$ cat src/otb_pkg.sv
package otb_pkg;

  // Widths
  localparam int OTB_DATA_W = 8;
  localparam int OTB_ADDR_W = 8;
  localparam int OTB_COUNT_W = 16;
  localparam int OTB_BUF_DEPTH = 2;

  // Register byte offsets
  localparam logic [7:0] OTB_CTRL_OFFSET = 8'h00;
  localparam logic [7:0] OTB_STATUS_OFFSET = 8'h04;
  localparam logic [7:0] OTB_A_STORE_OFFSET = 8'h08;
  localparam logic [7:0] OTB_B_STORE_OFFSET = 8'h0C;
  localparam logic [7:0] OTB_COUNT_OFFSET = 8'h10;

  // Status field positions
  localparam int OTB_ST_A_DRIVEN = 0;
  localparam int OTB_ST_B_DRIVEN = 1;
  localparam int OTB_ST_A_CLK = 2;
  localparam int OTB_ST_B_CLK = 3;
  localparam int OTB_ST_OVERFLOW = 4;
  localparam int OTB_ST_CAP_READY = 5;

  // Count field positions
  localparam int OTB_CNT_A_LSB = 0;
  localparam int OTB_CNT_B_LSB = 16;

  // Bus answers
  localparam logic [1:0] OTB_RESP_OKAY = 2'h0;
  localparam logic [1:0] OTB_RESP_SLVERR = 2'h2;

  typedef logic [OTB_DATA_W-1:0] otb_data_t;

  // Output controls, bit 3 downward
  typedef struct packed {
    logic b_to_a_source_select;
    logic a_to_b_source_select;
    logic drive_side_select;
    logic drive_enable_b;
  } otb_ctrl_s;

  // Buses released after reset
  localparam otb_ctrl_s OTB_CTRL_RESET = 4'h1;

  typedef struct packed {
    logic awvalid;
    logic [OTB_ADDR_W-1:0] awaddr;
    logic wvalid;
    logic [31:0] wdata;
    logic [3:0] wstrb;
    logic bready;
    logic arvalid;
    logic [OTB_ADDR_W-1:0] araddr;
    logic rready;
  } otb_axi_req_s;

  typedef struct packed {
    logic awready;
    logic wready;
    logic bvalid;
    logic [1:0] bresp;
    logic arready;
    logic rvalid;
    logic [31:0] rdata;
    logic [1:0] rresp;
  } otb_axi_rsp_s;

  // One capture event
  typedef struct packed {
    logic a_hit;
    logic b_hit;
    otb_data_t a_data;
    otb_data_t b_data;
  } otb_cap_word_s;

endpackage

$ cat src/otb_pair_buffer.sv
`timescale 1ns/1ps

module otb_pair_buffer #(
  parameter int WIDTH = 18,
  parameter int DEPTH = 2
) (
  input wire logic clk_in,
  input wire logic rst_b_in,
  input wire logic in_valid_in,
  output logic in_ready_out,
  input wire logic [WIDTH-1:0] in_data_in,
  output logic out_valid_out,
  input wire logic out_ready_in,
  output logic [WIDTH-1:0] out_data_out
);

  localparam int PW = (DEPTH > 1) ? $clog2(DEPTH) : 1;
  localparam int CW = $clog2(DEPTH + 1);

  typedef struct packed {
    logic [DEPTH-1:0][WIDTH-1:0] mem;
    logic [PW-1:0] wr_ptr;
    logic [PW-1:0] rd_ptr;
    logic [CW-1:0] count;
  } otb_buf_state_s;

  otb_buf_state_s cur;
  otb_buf_state_s next_state;

  // Pointer step with wrap at the last entry
  function automatic logic [PW-1:0] otb_bump(input logic [PW-1:0] ptr);
    otb_bump = (ptr == PW'(DEPTH - 1)) ? '0 : ptr + PW'(1);
  endfunction

  logic push;
  logic pop;

  // Full and empty come straight from the count
  assign in_ready_out = (cur.count != CW'(DEPTH));
  assign out_valid_out = (cur.count != '0);
  assign out_data_out = cur.mem[cur.rd_ptr];
  assign push = in_valid_in && in_ready_out;
  assign pop = out_valid_out && out_ready_in;

  // Next entry state
  always_comb begin
    next_state = cur;
    if (push) begin
      next_state.mem[cur.wr_ptr] = in_data_in;
      next_state.wr_ptr = otb_bump(cur.wr_ptr);
    end
    if (pop) begin
      next_state.rd_ptr = otb_bump(cur.rd_ptr);
    end
    if (push && !pop) begin
      next_state.count = cur.count + CW'(1);
    end else if (pop && !push) begin
      next_state.count = cur.count - CW'(1);
    end
  end

  always_ff @(posedge clk_in or negedge rst_b_in) begin
    if (!rst_b_in) begin
      cur <= '0;
    end else begin
      cur <= next_state;
    end
  end

endmodule

$ cat src/otb_top.sv
`timescale 1ns/1ps

// Overview of operation
// - A bus stored on A capture clock rise; B bus on B capture clock rise.
// - Storing happens on every capture edge, whatever the output controls.
// - With drive enabled, side select low drives A, high drives B.
// - Drive disabled: neither bus driven, both stored freely, contents held.
// - Each bus is stored only into its own register, never into the other.
// - Driving A with B-to-A select low: A carries live B.
// - Driving A with B-to-A select high: A carries stored B word.
// - Driving B with A-to-B select low: B carries live A.
// - Driving B with A-to-B select high: B carries stored A word.
// - A capture edge never alters which bus is driven.
// - At most one bus driven; outside logic must not fight it.
module otb_top (
  input wire logic clk_in,
  input wire logic rst_b_in,
  input wire otb_pkg::otb_axi_req_s axi_req_in,
  output otb_pkg::otb_axi_rsp_s axi_rsp_out,
  input wire logic a_capture_clock_in,
  input wire logic b_capture_clock_in,
  input wire otb_pkg::otb_data_t a_bus_in,
  output otb_pkg::otb_data_t a_bus_out,
  output logic a_bus_oe_out,
  input wire otb_pkg::otb_data_t b_bus_in,
  output otb_pkg::otb_data_t b_bus_out,
  output logic b_bus_oe_out,
  output logic capture_ready_out,
  output logic capture_valid_out,
  input wire logic capture_ready_in,
  output otb_pkg::otb_cap_word_s capture_word_out
);

  // All clocked state except the two storage words
  typedef struct packed {
    otb_pkg::otb_ctrl_s ctrl;
    logic [2:0] a_clk_sync;
    logic [2:0] b_clk_sync;
    logic [2:0][otb_pkg::OTB_DATA_W-1:0] a_sync;
    logic [2:0][otb_pkg::OTB_DATA_W-1:0] b_sync;
    logic primed;
    logic a_clk_level;
    logic b_clk_level;
    logic overflow;
    logic [otb_pkg::OTB_COUNT_W-1:0] a_count;
    logic [otb_pkg::OTB_COUNT_W-1:0] b_count;
    logic a_drive;
    logic b_drive;
    otb_pkg::otb_data_t a_drive_data;
    otb_pkg::otb_data_t b_drive_data;
    logic aw_held;
    logic [otb_pkg::OTB_ADDR_W-1:0] aw_addr;
    logic w_held;
    logic [31:0] w_data;
    logic [3:0] w_strb;
    logic bvalid;
    logic [1:0] bresp;
    logic rvalid;
    logic [31:0] rdata;
    logic [1:0] rresp;
  } otb_top_state_s;

  otb_top_state_s cur;
  otb_top_state_s next_state;

  // Storage words, deliberately outside the reset domain
  otb_pkg::otb_data_t a_store;
  otb_pkg::otb_data_t b_store;

  // Combinational helpers
  logic a_settled;
  logic b_settled;
  logic a_rise;
  logic b_rise;
  logic cap_push;
  logic buf_ready;
  logic aw_ready;
  logic w_ready;
  logic ar_ready;
  logic [31:0] status_word;
  otb_pkg::otb_cap_word_s cap_word;

  // Only word-aligned mapped offsets answer OKAY
  function automatic logic otb_addr_known(
    input logic [otb_pkg::OTB_ADDR_W-1:0] addr
  );
    case (addr)
      otb_pkg::OTB_CTRL_OFFSET,
      otb_pkg::OTB_STATUS_OFFSET,
      otb_pkg::OTB_A_STORE_OFFSET,
      otb_pkg::OTB_B_STORE_OFFSET,
      otb_pkg::OTB_COUNT_OFFSET: begin
        otb_addr_known = 1'h1;
      end
      default: begin
        otb_addr_known = 1'h0;
      end
    endcase
  endfunction

  // Qualified rising edge of one capture clock. Both late stages must agree,
  // so a pulse that lives only in the first stage is never counted.
  function automatic logic otb_rise_seen(
    input logic primed,
    input logic settled,
    input logic level_now,
    input logic level_was
  );
    otb_rise_seen = primed && settled && level_now && !level_was;
  endfunction

  // Bus source: the stored word when the select is high, else the live word
  function automatic otb_pkg::otb_data_t otb_pick(
    input logic use_stored,
    input otb_pkg::otb_data_t stored,
    input otb_pkg::otb_data_t live
  );
    otb_pick = use_stored ? stored : live;
  endfunction

  // Edge qualification: a clock change counts once stages 2 and 3 agree.
  // The first stage feeds only the second, so metastability stays there.
  assign a_settled = (cur.a_clk_sync[1] == cur.a_clk_sync[2]);
  assign b_settled = (cur.b_clk_sync[1] == cur.b_clk_sync[2]);

  // A level already high at reset release is taken for an edge once it reaches stage 3
  assign a_rise = otb_rise_seen(cur.primed, a_settled, cur.a_clk_sync[2],
    cur.a_clk_level);
  assign b_rise = otb_rise_seen(cur.primed, b_settled, cur.b_clk_sync[2],
    cur.b_clk_level);

  // Capture events leave through the two-entry buffer
  assign cap_push = a_rise || b_rise;
  assign cap_word.a_hit = a_rise;
  assign cap_word.b_hit = b_rise;
  assign cap_word.a_data = cur.a_sync[2];
  assign cap_word.b_data = cur.b_sync[2];

  // Bus handshakes: one write and one read in flight at most
  assign aw_ready = !cur.aw_held && !cur.bvalid;
  assign w_ready = !cur.w_held && !cur.bvalid;
  assign ar_ready = !cur.rvalid;

  // Status view of the block's own state
  always_comb begin
    status_word = '0;
    status_word[otb_pkg::OTB_ST_A_DRIVEN] = cur.a_drive;
    status_word[otb_pkg::OTB_ST_B_DRIVEN] = cur.b_drive;
    status_word[otb_pkg::OTB_ST_A_CLK] = cur.a_clk_level;
    status_word[otb_pkg::OTB_ST_B_CLK] = cur.b_clk_level;
    status_word[otb_pkg::OTB_ST_OVERFLOW] = cur.overflow;
    status_word[otb_pkg::OTB_ST_CAP_READY] = buf_ready;
  end

  // Next state of the whole block
  always_comb begin
    next_state = cur;

    // Three-stage synchronisers for clocks and bus data
    // Data take the same three stages as the clocks, so an edge meets its own data
    next_state.a_clk_sync = {cur.a_clk_sync[1:0], a_capture_clock_in};
    next_state.b_clk_sync = {cur.b_clk_sync[1:0], b_capture_clock_in};
    next_state.a_sync = {cur.a_sync[1:0], a_bus_in};
    next_state.b_sync = {cur.b_sync[1:0], b_bus_in};

    // Track the settled clock levels; the first settle only primes
    if (a_settled) begin
      next_state.a_clk_level = cur.a_clk_sync[2];
    end
    if (b_settled) begin
      next_state.b_clk_level = cur.b_clk_sync[2];
    end
    if (a_settled && b_settled) begin
      next_state.primed = 1'h1;
    end

    // Capture counters wrap silently
    if (a_rise) begin
      next_state.a_count = cur.a_count + otb_pkg::OTB_COUNT_W'(1);
    end
    if (b_rise) begin
      next_state.b_count = cur.b_count + otb_pkg::OTB_COUNT_W'(1);
    end

    // Drive state depends only on the controls, never on captures
    next_state.a_drive = !cur.ctrl.drive_enable_b
      && !cur.ctrl.drive_side_select;
    next_state.b_drive = !cur.ctrl.drive_enable_b
      && cur.ctrl.drive_side_select;

    // Source for the A bus: live B or the stored B word
    next_state.a_drive_data = otb_pick(cur.ctrl.b_to_a_source_select, b_store,
      cur.b_sync[2]);

    // Source for the B bus: live A or the stored A word
    next_state.b_drive_data = otb_pick(cur.ctrl.a_to_b_source_select, a_store,
      cur.a_sync[2]);

    // Write response retires first; channels are closed meanwhile
    if (cur.bvalid && axi_req_in.bready) begin
      next_state.bvalid = 1'h0;
    end

    // Address and data are taken in either order
    if (axi_req_in.awvalid && aw_ready) begin
      next_state.aw_held = 1'h1;
      next_state.aw_addr = axi_req_in.awaddr;
    end
    if (axi_req_in.wvalid && w_ready) begin
      next_state.w_held = 1'h1;
      next_state.w_data = axi_req_in.wdata;
      next_state.w_strb = axi_req_in.wstrb;
    end

    // Both halves present: apply the write and answer
    if (next_state.aw_held && next_state.w_held) begin
      next_state.aw_held = 1'h0;
      next_state.w_held = 1'h0;
      next_state.bvalid = 1'h1;
      if (otb_addr_known(next_state.aw_addr)) begin
        next_state.bresp = otb_pkg::OTB_RESP_OKAY;
      end else begin
        next_state.bresp = otb_pkg::OTB_RESP_SLVERR;
      end
      // Only byte lane 0 matters: every control and clear bit sits in it
      case (next_state.aw_addr)
        otb_pkg::OTB_CTRL_OFFSET: begin
          if (next_state.w_strb[0]) begin
            next_state.ctrl = otb_pkg::otb_ctrl_s'(next_state.w_data[3:0]);
          end
        end
        otb_pkg::OTB_STATUS_OFFSET: begin
          if (next_state.w_strb[0]
              && next_state.w_data[otb_pkg::OTB_ST_OVERFLOW]) begin
            next_state.overflow = 1'h0;
          end
        end
        default: begin
          next_state.overflow = next_state.overflow;
        end
      endcase
    end

    // Lost capture report; the set beats a clear in the same cycle
    if (cap_push && !buf_ready) begin
      next_state.overflow = 1'h1;
    end

    // Read channel
    if (cur.rvalid && axi_req_in.rready) begin
      next_state.rvalid = 1'h0;
    end
    if (axi_req_in.arvalid && ar_ready) begin
      next_state.rvalid = 1'h1;
      if (otb_addr_known(axi_req_in.araddr)) begin
        next_state.rresp = otb_pkg::OTB_RESP_OKAY;
      end else begin
        next_state.rresp = otb_pkg::OTB_RESP_SLVERR;
      end
      // Read data come from the state before this edge, not from a same-cycle write
      // A storage word read before its first capture returns unknown bits
      case (axi_req_in.araddr)
        otb_pkg::OTB_CTRL_OFFSET: begin
          next_state.rdata = 32'(cur.ctrl);
        end
        otb_pkg::OTB_STATUS_OFFSET: begin
          next_state.rdata = status_word;
        end
        otb_pkg::OTB_A_STORE_OFFSET: begin
          next_state.rdata = 32'(a_store);
        end
        otb_pkg::OTB_B_STORE_OFFSET: begin
          next_state.rdata = 32'(b_store);
        end
        otb_pkg::OTB_COUNT_OFFSET: begin
          next_state.rdata = '0;
          next_state.rdata[otb_pkg::OTB_CNT_A_LSB +: otb_pkg::OTB_COUNT_W] =
            cur.a_count;
          next_state.rdata[otb_pkg::OTB_CNT_B_LSB +: otb_pkg::OTB_COUNT_W] =
            cur.b_count;
        end
        default: begin
          next_state.rdata = '0;
        end
      endcase
    end
  end

  // Control state register
  always_ff @(posedge clk_in or negedge rst_b_in) begin
    if (!rst_b_in) begin
      cur <= '0;
      cur.ctrl <= otb_pkg::OTB_CTRL_RESET;
    end else begin
      cur <= next_state;
    end
  end

  // Storage words: no reset, so they read unknown until first capture.
  // They load on every qualified edge even while their bus is driven.
  always_ff @(posedge clk_in) begin
    if (a_rise) begin
      a_store <= cur.a_sync[2];
    end
    if (b_rise) begin
      b_store <= cur.b_sync[2];
    end
  end

  // Capture event buffer; a full buffer never blocks storing
  otb_pair_buffer #(
    .WIDTH($bits(otb_pkg::otb_cap_word_s)),
    .DEPTH(otb_pkg::OTB_BUF_DEPTH)
  ) u_cap_buffer (
    .clk_in(clk_in),
    .rst_b_in(rst_b_in),
    .in_valid_in(cap_push),
    .in_ready_out(buf_ready),
    .in_data_in(cap_word),
    .out_valid_out(capture_valid_out),
    .out_ready_in(capture_ready_in),
    .out_data_out(capture_word_out)
  );

  assign capture_ready_out = buf_ready;

  // Pin drive, all from flip-flops
  // A control write reaches the pins one cycle after it lands
  assign a_bus_out = cur.a_drive_data;
  assign a_bus_oe_out = cur.a_drive;
  assign b_bus_out = cur.b_drive_data;
  assign b_bus_oe_out = cur.b_drive;

  // Bus answer
  assign axi_rsp_out.awready = aw_ready;
  assign axi_rsp_out.wready = w_ready;
  assign axi_rsp_out.bvalid = cur.bvalid;
  assign axi_rsp_out.bresp = cur.bresp;
  assign axi_rsp_out.arready = ar_ready;
  assign axi_rsp_out.rvalid = cur.rvalid;
  assign axi_rsp_out.rdata = cur.rdata;
  assign axi_rsp_out.rresp = cur.rresp;

endmodule

$ cat config.mk
export PLATFORM = sky130hd
export DESIGN_NAME = otb_top
export DESIGN_NICKNAME = d
export VERILOG_FILES = /design/src/otb_pkg.sv /design/src/otb_pair_buffer.sv /design/src/otb_top.sv
export SDC_FILE = /design/constraint.sdc
export NUM_CORES = 1
export LEC_CHECK = 0
export BUFFER_PORTS_ARGS = -buffer_cell sky130_fd_sc_hd__buf_4
export CORE_ASPECT_RATIO = 1.1
export CORE_MARGIN = 8
export CORE_UTILIZATION = 54
export DETAILED_ROUTE_END_ITERATION = 12
export PLACE_DENSITY = 0.76
export SYNTH_ARGS = -nofsm -noshare
export SYNTH_HDL_FRONTEND = slang
export SYNTH_SLANG_ARGS = --single-unit
$ cat constraint.sdc
create_clock -name clk_in -period 2.5 [get_ports clk_in]
set_clock_uncertainty 0.15 [all_clocks]
set_input_delay 0.625 -clock clk_in [delete_from_list [all_inputs] [get_ports clk_in]]
set_output_delay 0.625 -clock clk_in [all_outputs]
set_load 0.01 [all_outputs]
==> flow_metrics.env <==
export IMPL_status="complete, no violations"
export IMPL_ant_nets=0
export IMPL_die_h_um=149
export IMPL_wl_per_cell_um=17.8
export IMPL_cp_startpoint="u_cap_buffer.cur[2]$_DFFE_PN0P_"
export IMPL_hold_viol_final=0
export IMPL_worstReg2RegEnd="cur[195]$_DFFE_PN0P_"
export IMPL_synth_compound_area_share_pct=5.37
export IMPL_synthMuxAreaShare_pct=10.6
export IMPL_first_pass_iters=4
export IMPL_synthTopCellsByArea="dfrtp_1 59%, mux2_2 8.4%, edfxtp_1 5.6%"
export IMPL_synth_top_family_by_area="multiplexers"
export IMPL_synth_area_leader_cell="dfrtp_1"
export IMPL_synth_xor_area_share_pct=3.76
export IMPL_grt_pass1_vias=5389
export IMPL_grt_most_used_layer="met2"
export IMPL_syn_area_per_cell_um2=13.5
export IMPL_drc_errors=0
export IMPL_drive_above_1_share_pct=33.9
export IMPL_power_switching_w=0.00283
export IMPL_slowest_stage="mux2_2"
export IMPL_rsz0062_at_grt="false"
export IMPL_antenna_found_initial=0
export IMPL_yosys_warnings=0
export IMPL_rows=48
export IMPL_dpl_hpwl_um=11900
export IMPL_stdcell_area_um2=10200
export IMPL_cts_max_level=1
export IMPL_r2r_cells=5
export IMPL_hp_class="input port to register"
export IMPL_met2_usage_pct=28.2
export IMPL_start_util_pct=55.0
export IMPL_setup_violations=0
export IMPL_gp_congestion=0.781
export IMPL_vdd_drop_max_v=0.000720
export IMPL_initialDrtViolationCount=273
export IMPL_postPlaceCellArea_um2=9470
export IMPL_min_delay_start="a_bus_in[5]"
export IMPL_clk_pin_slew_ns=0.06
export IMPL_cp_required_ns=1.73
export IMPL_syn2layout_area_growth_pct=18.2
export IMPL_drv_slew=0
export IMPL_final_common_cell="dfrtp_1"
export IMPL_via_per_inst=5.20
export IMPL_netlist_area_um2=8630
export IMPL_cp_arrival_ns=1.60
export IMPL_netlist_instances=640
export IMPL_dieArea_um2=20300
export IMPL_cts_made_buffers=23
export IMPL_critPathKind="register to output port"
export IMPL_io_buffers=124
export IMPL_critical_path_max_stage_delay_ns=0.39
export IMPL_crit_chain="buf_4, mux2_2, buf_4"
export IMPL_grt_use_total_pct=16.8
export IMPL_end_kind="output port"
export IMPL_r2r_setup_slack_ns=0.13
export IMPL_grt_pass1_wl_um=27500
export IMPL_fmax_mhz=421
export IMPL_synth_edf_count=16
export IMPL_via_count=4938
export IMPL_wirelength_um=16900
export IMPL_crit_end="capture_word_out[17]"
export IMPL_grt_max_degree=61
export IMPL_slew_headroom_pct=46.1
export IMPL_ys_flop_type="dfrtp_1"
export IMPL_ctsLongestPathBuffers=3
export IMPL_nNetsFinal=814
export IMPL_ios=157
export IMPL_synth_fa_ha_area_share_pct=0.667
export IMPL_synth_cell_type_count=52
export IMPL_min_period_over_period_pct=94.9
export IMPL_synth_simple_gate_area_share_pct=8.46
export IMPL_met3_usage_pct=3.37
export IMPL_clk_latency_ns=0.50
export IMPL_tightest_slew_ns=0.809
export IMPL_cap_viol_max_count=0
export IMPL_clkPwrFrac_pct=31.3
export IMPL_core_area_um2=15700
export IMPL_startpoint_type="register"
export IMPL_yosysSeqAreaShare_pct=64.8
export IMPL_seq_power_share_pct=46.0
export IMPL_worst_r2r_startpoint="cur[82]$_DFF_PN0_"
export IMPL_grtUsageMet1_pct=21.9
export IMPL_async_flop_share_pct=92.7
export IMPL_p_comb_share_pct=22.7
export IMPL_cp_max_fo=13
export IMPL_overflow=0
export IMPL_dieWidth_um=137
export IMPL_cts_tree="yes"
export IMPL_n_antenna_cell=0
export IMPL_ys_seq_elements=220
export IMPL_cts_root_buf="clkbuf_16"
export IMPL_power_density_nw_per_um2=1000
export IMPL_period_needed_ns=2.37
export IMPL_p_leak_nw=4.78
export IMPL_post_cts_setup_buffers=0
export IMPL_p_sw_share_pct=27.7
export IMPL_p_int_w=0.00740
export IMPL_synth_top_area_share_pct=58.9
export IMPL_cp_common_cell="buf_4"
export IMPL_clock_sinks=220
export IMPL_fin_tns_setup_ns=0
export IMPL_layout_common_cells="203 x dfrtp_1, 139 x buf_4, 79 x nand2_1, 64 x mux2_2, 25 x xnor2_1"
power groups by stage:
stage / sequential (W) / combinational, W / clock [W]
3_5_place_dp: 0.00476 / 0.00234 / 0
3_3_place_gp: 0.00470 / 0.00226 / 0
6_report: 0.00471 / 0.00232 / 0.00320
2_1_floorplan: 0.00459 / 0.00153 / 0
4_1_cts: 0.00471 / 0.00237 / 0.00328
5_1_grt: 0.00479 / 0.00253 / 0.00344
area by class of cell:
| type | instances | area [um2] |
|---|---|---|
| Clock buffer | 35 | 651 |
| Clock inverter | 6 | 56.3 |
| Fill cell | 1144 | 5480 |
| Inverter | 7 | 26.3 |
| Multi-Input combinational cell | 337 | 2490 |
| Sequential cell | 220 | 5590 |
| Tap cell | 200 | 250 |
| Timing Repair Buffer | 144 | 1130 |
synth_stat cells, drive strengths merged, types with 4 or more instances:
| cell | instances |
|---|---|
| a22o | 24 |
| clkbuf | 15 |
| and3 | 6 |
| buf | 62 |
| inv | 7 |
| nand2 | 79 |
| dfrtp | 203 |
| edfxtp | 16 |
| mux2 | 68 |
| a31oi | 6 |
| nor2 | 17 |
| mux2i | 4 |
| xnor2 | 25 |
| nor2b | 10 |
| mux4 | 4 |
| o21ai | 17 |
| nor3 | 4 |
| nand2b | 4 |
| nand3 | 15 |
| xor2 | 12 |
metrics by stage:
step	total power, W	utilization [%]	cells	worst slack, ns	hold WS (ns)
after floorplan	0.00613	-	641	0.296	0.179
after global placement	0.00696	60.4	907	0.123	0.182
after detailed placement	0.00710	60.4	907	0.0672	0.185
after CTS	0.0103	65.0	949	0.104	0.0637
after global routing	0.0108	65.0	949	0.0172	0.0575
final	0.0102	65.0	949	0.127	0.0817
routing by layer:
layer | wire [um] | share of wire, % | vias to the layer above
met3 | 1150 | 6.8 | 20
met5 | 0 | 0 | -
met4 | 229 | 1.4 | 0
met2 | 8430 | 50 | 133
met1 | 7120 | 42 | 2464
li1 | - | - | 2321
worst min-delay path by stage:
stage | to | slack [ns] | cells after the start
global placement | cap_word[8]$_DFF_PN0_ | 0.18 | 0
floorplan | a_bus_oe_out$_DFF_PN0_ | 0.18 | 0
detailed placement | cap_word[14]$_DFF_PN0_ | 0.18 | 0
global route | cur[162]$_DFF_PN0_ | 0.06 | 1
finish | cur[167]$_DFF_PN0_ | 0.08 | 1
CTS | cur[145]$_DFF_PN0_ | 0.06 | 1
worst max-delay path, delay by kind of cell (launching register included):
family / cells / cell delay, ns
muxes: 1 / 0.39
buffers and inverters: 2 / 0.38
DFF: 1 / 0.34
repair_timing:
action,in CTS,in global routing
hold buffers,1,0
gates resized for setup,0,1
hold endpoints to repair,54,0
setup endpoints to repair,0,8
registers in the layout, indices dropped and copies added, names as in the netlist:
name,count
b_store,8
axi_rsp_out,36
b_bus_oe_out,1
a_bus_oe_out,1
cap_word,16
cur,94
a_store,8
a_bus_out,8
b_bus_out,8
u_cap_buffer.cur,40
kinds of logic after synthesis:
kind of cell,count (synthesis)
DFF,220
buffers and inverters,84
xor gates and xnor gates,37
and+or+nand+nor,154
adders and majority gates,5
AOI/OAI and AO/OA,63
muxes,76
other,1
Note: power is estimated with default switching activity, not from simulation.
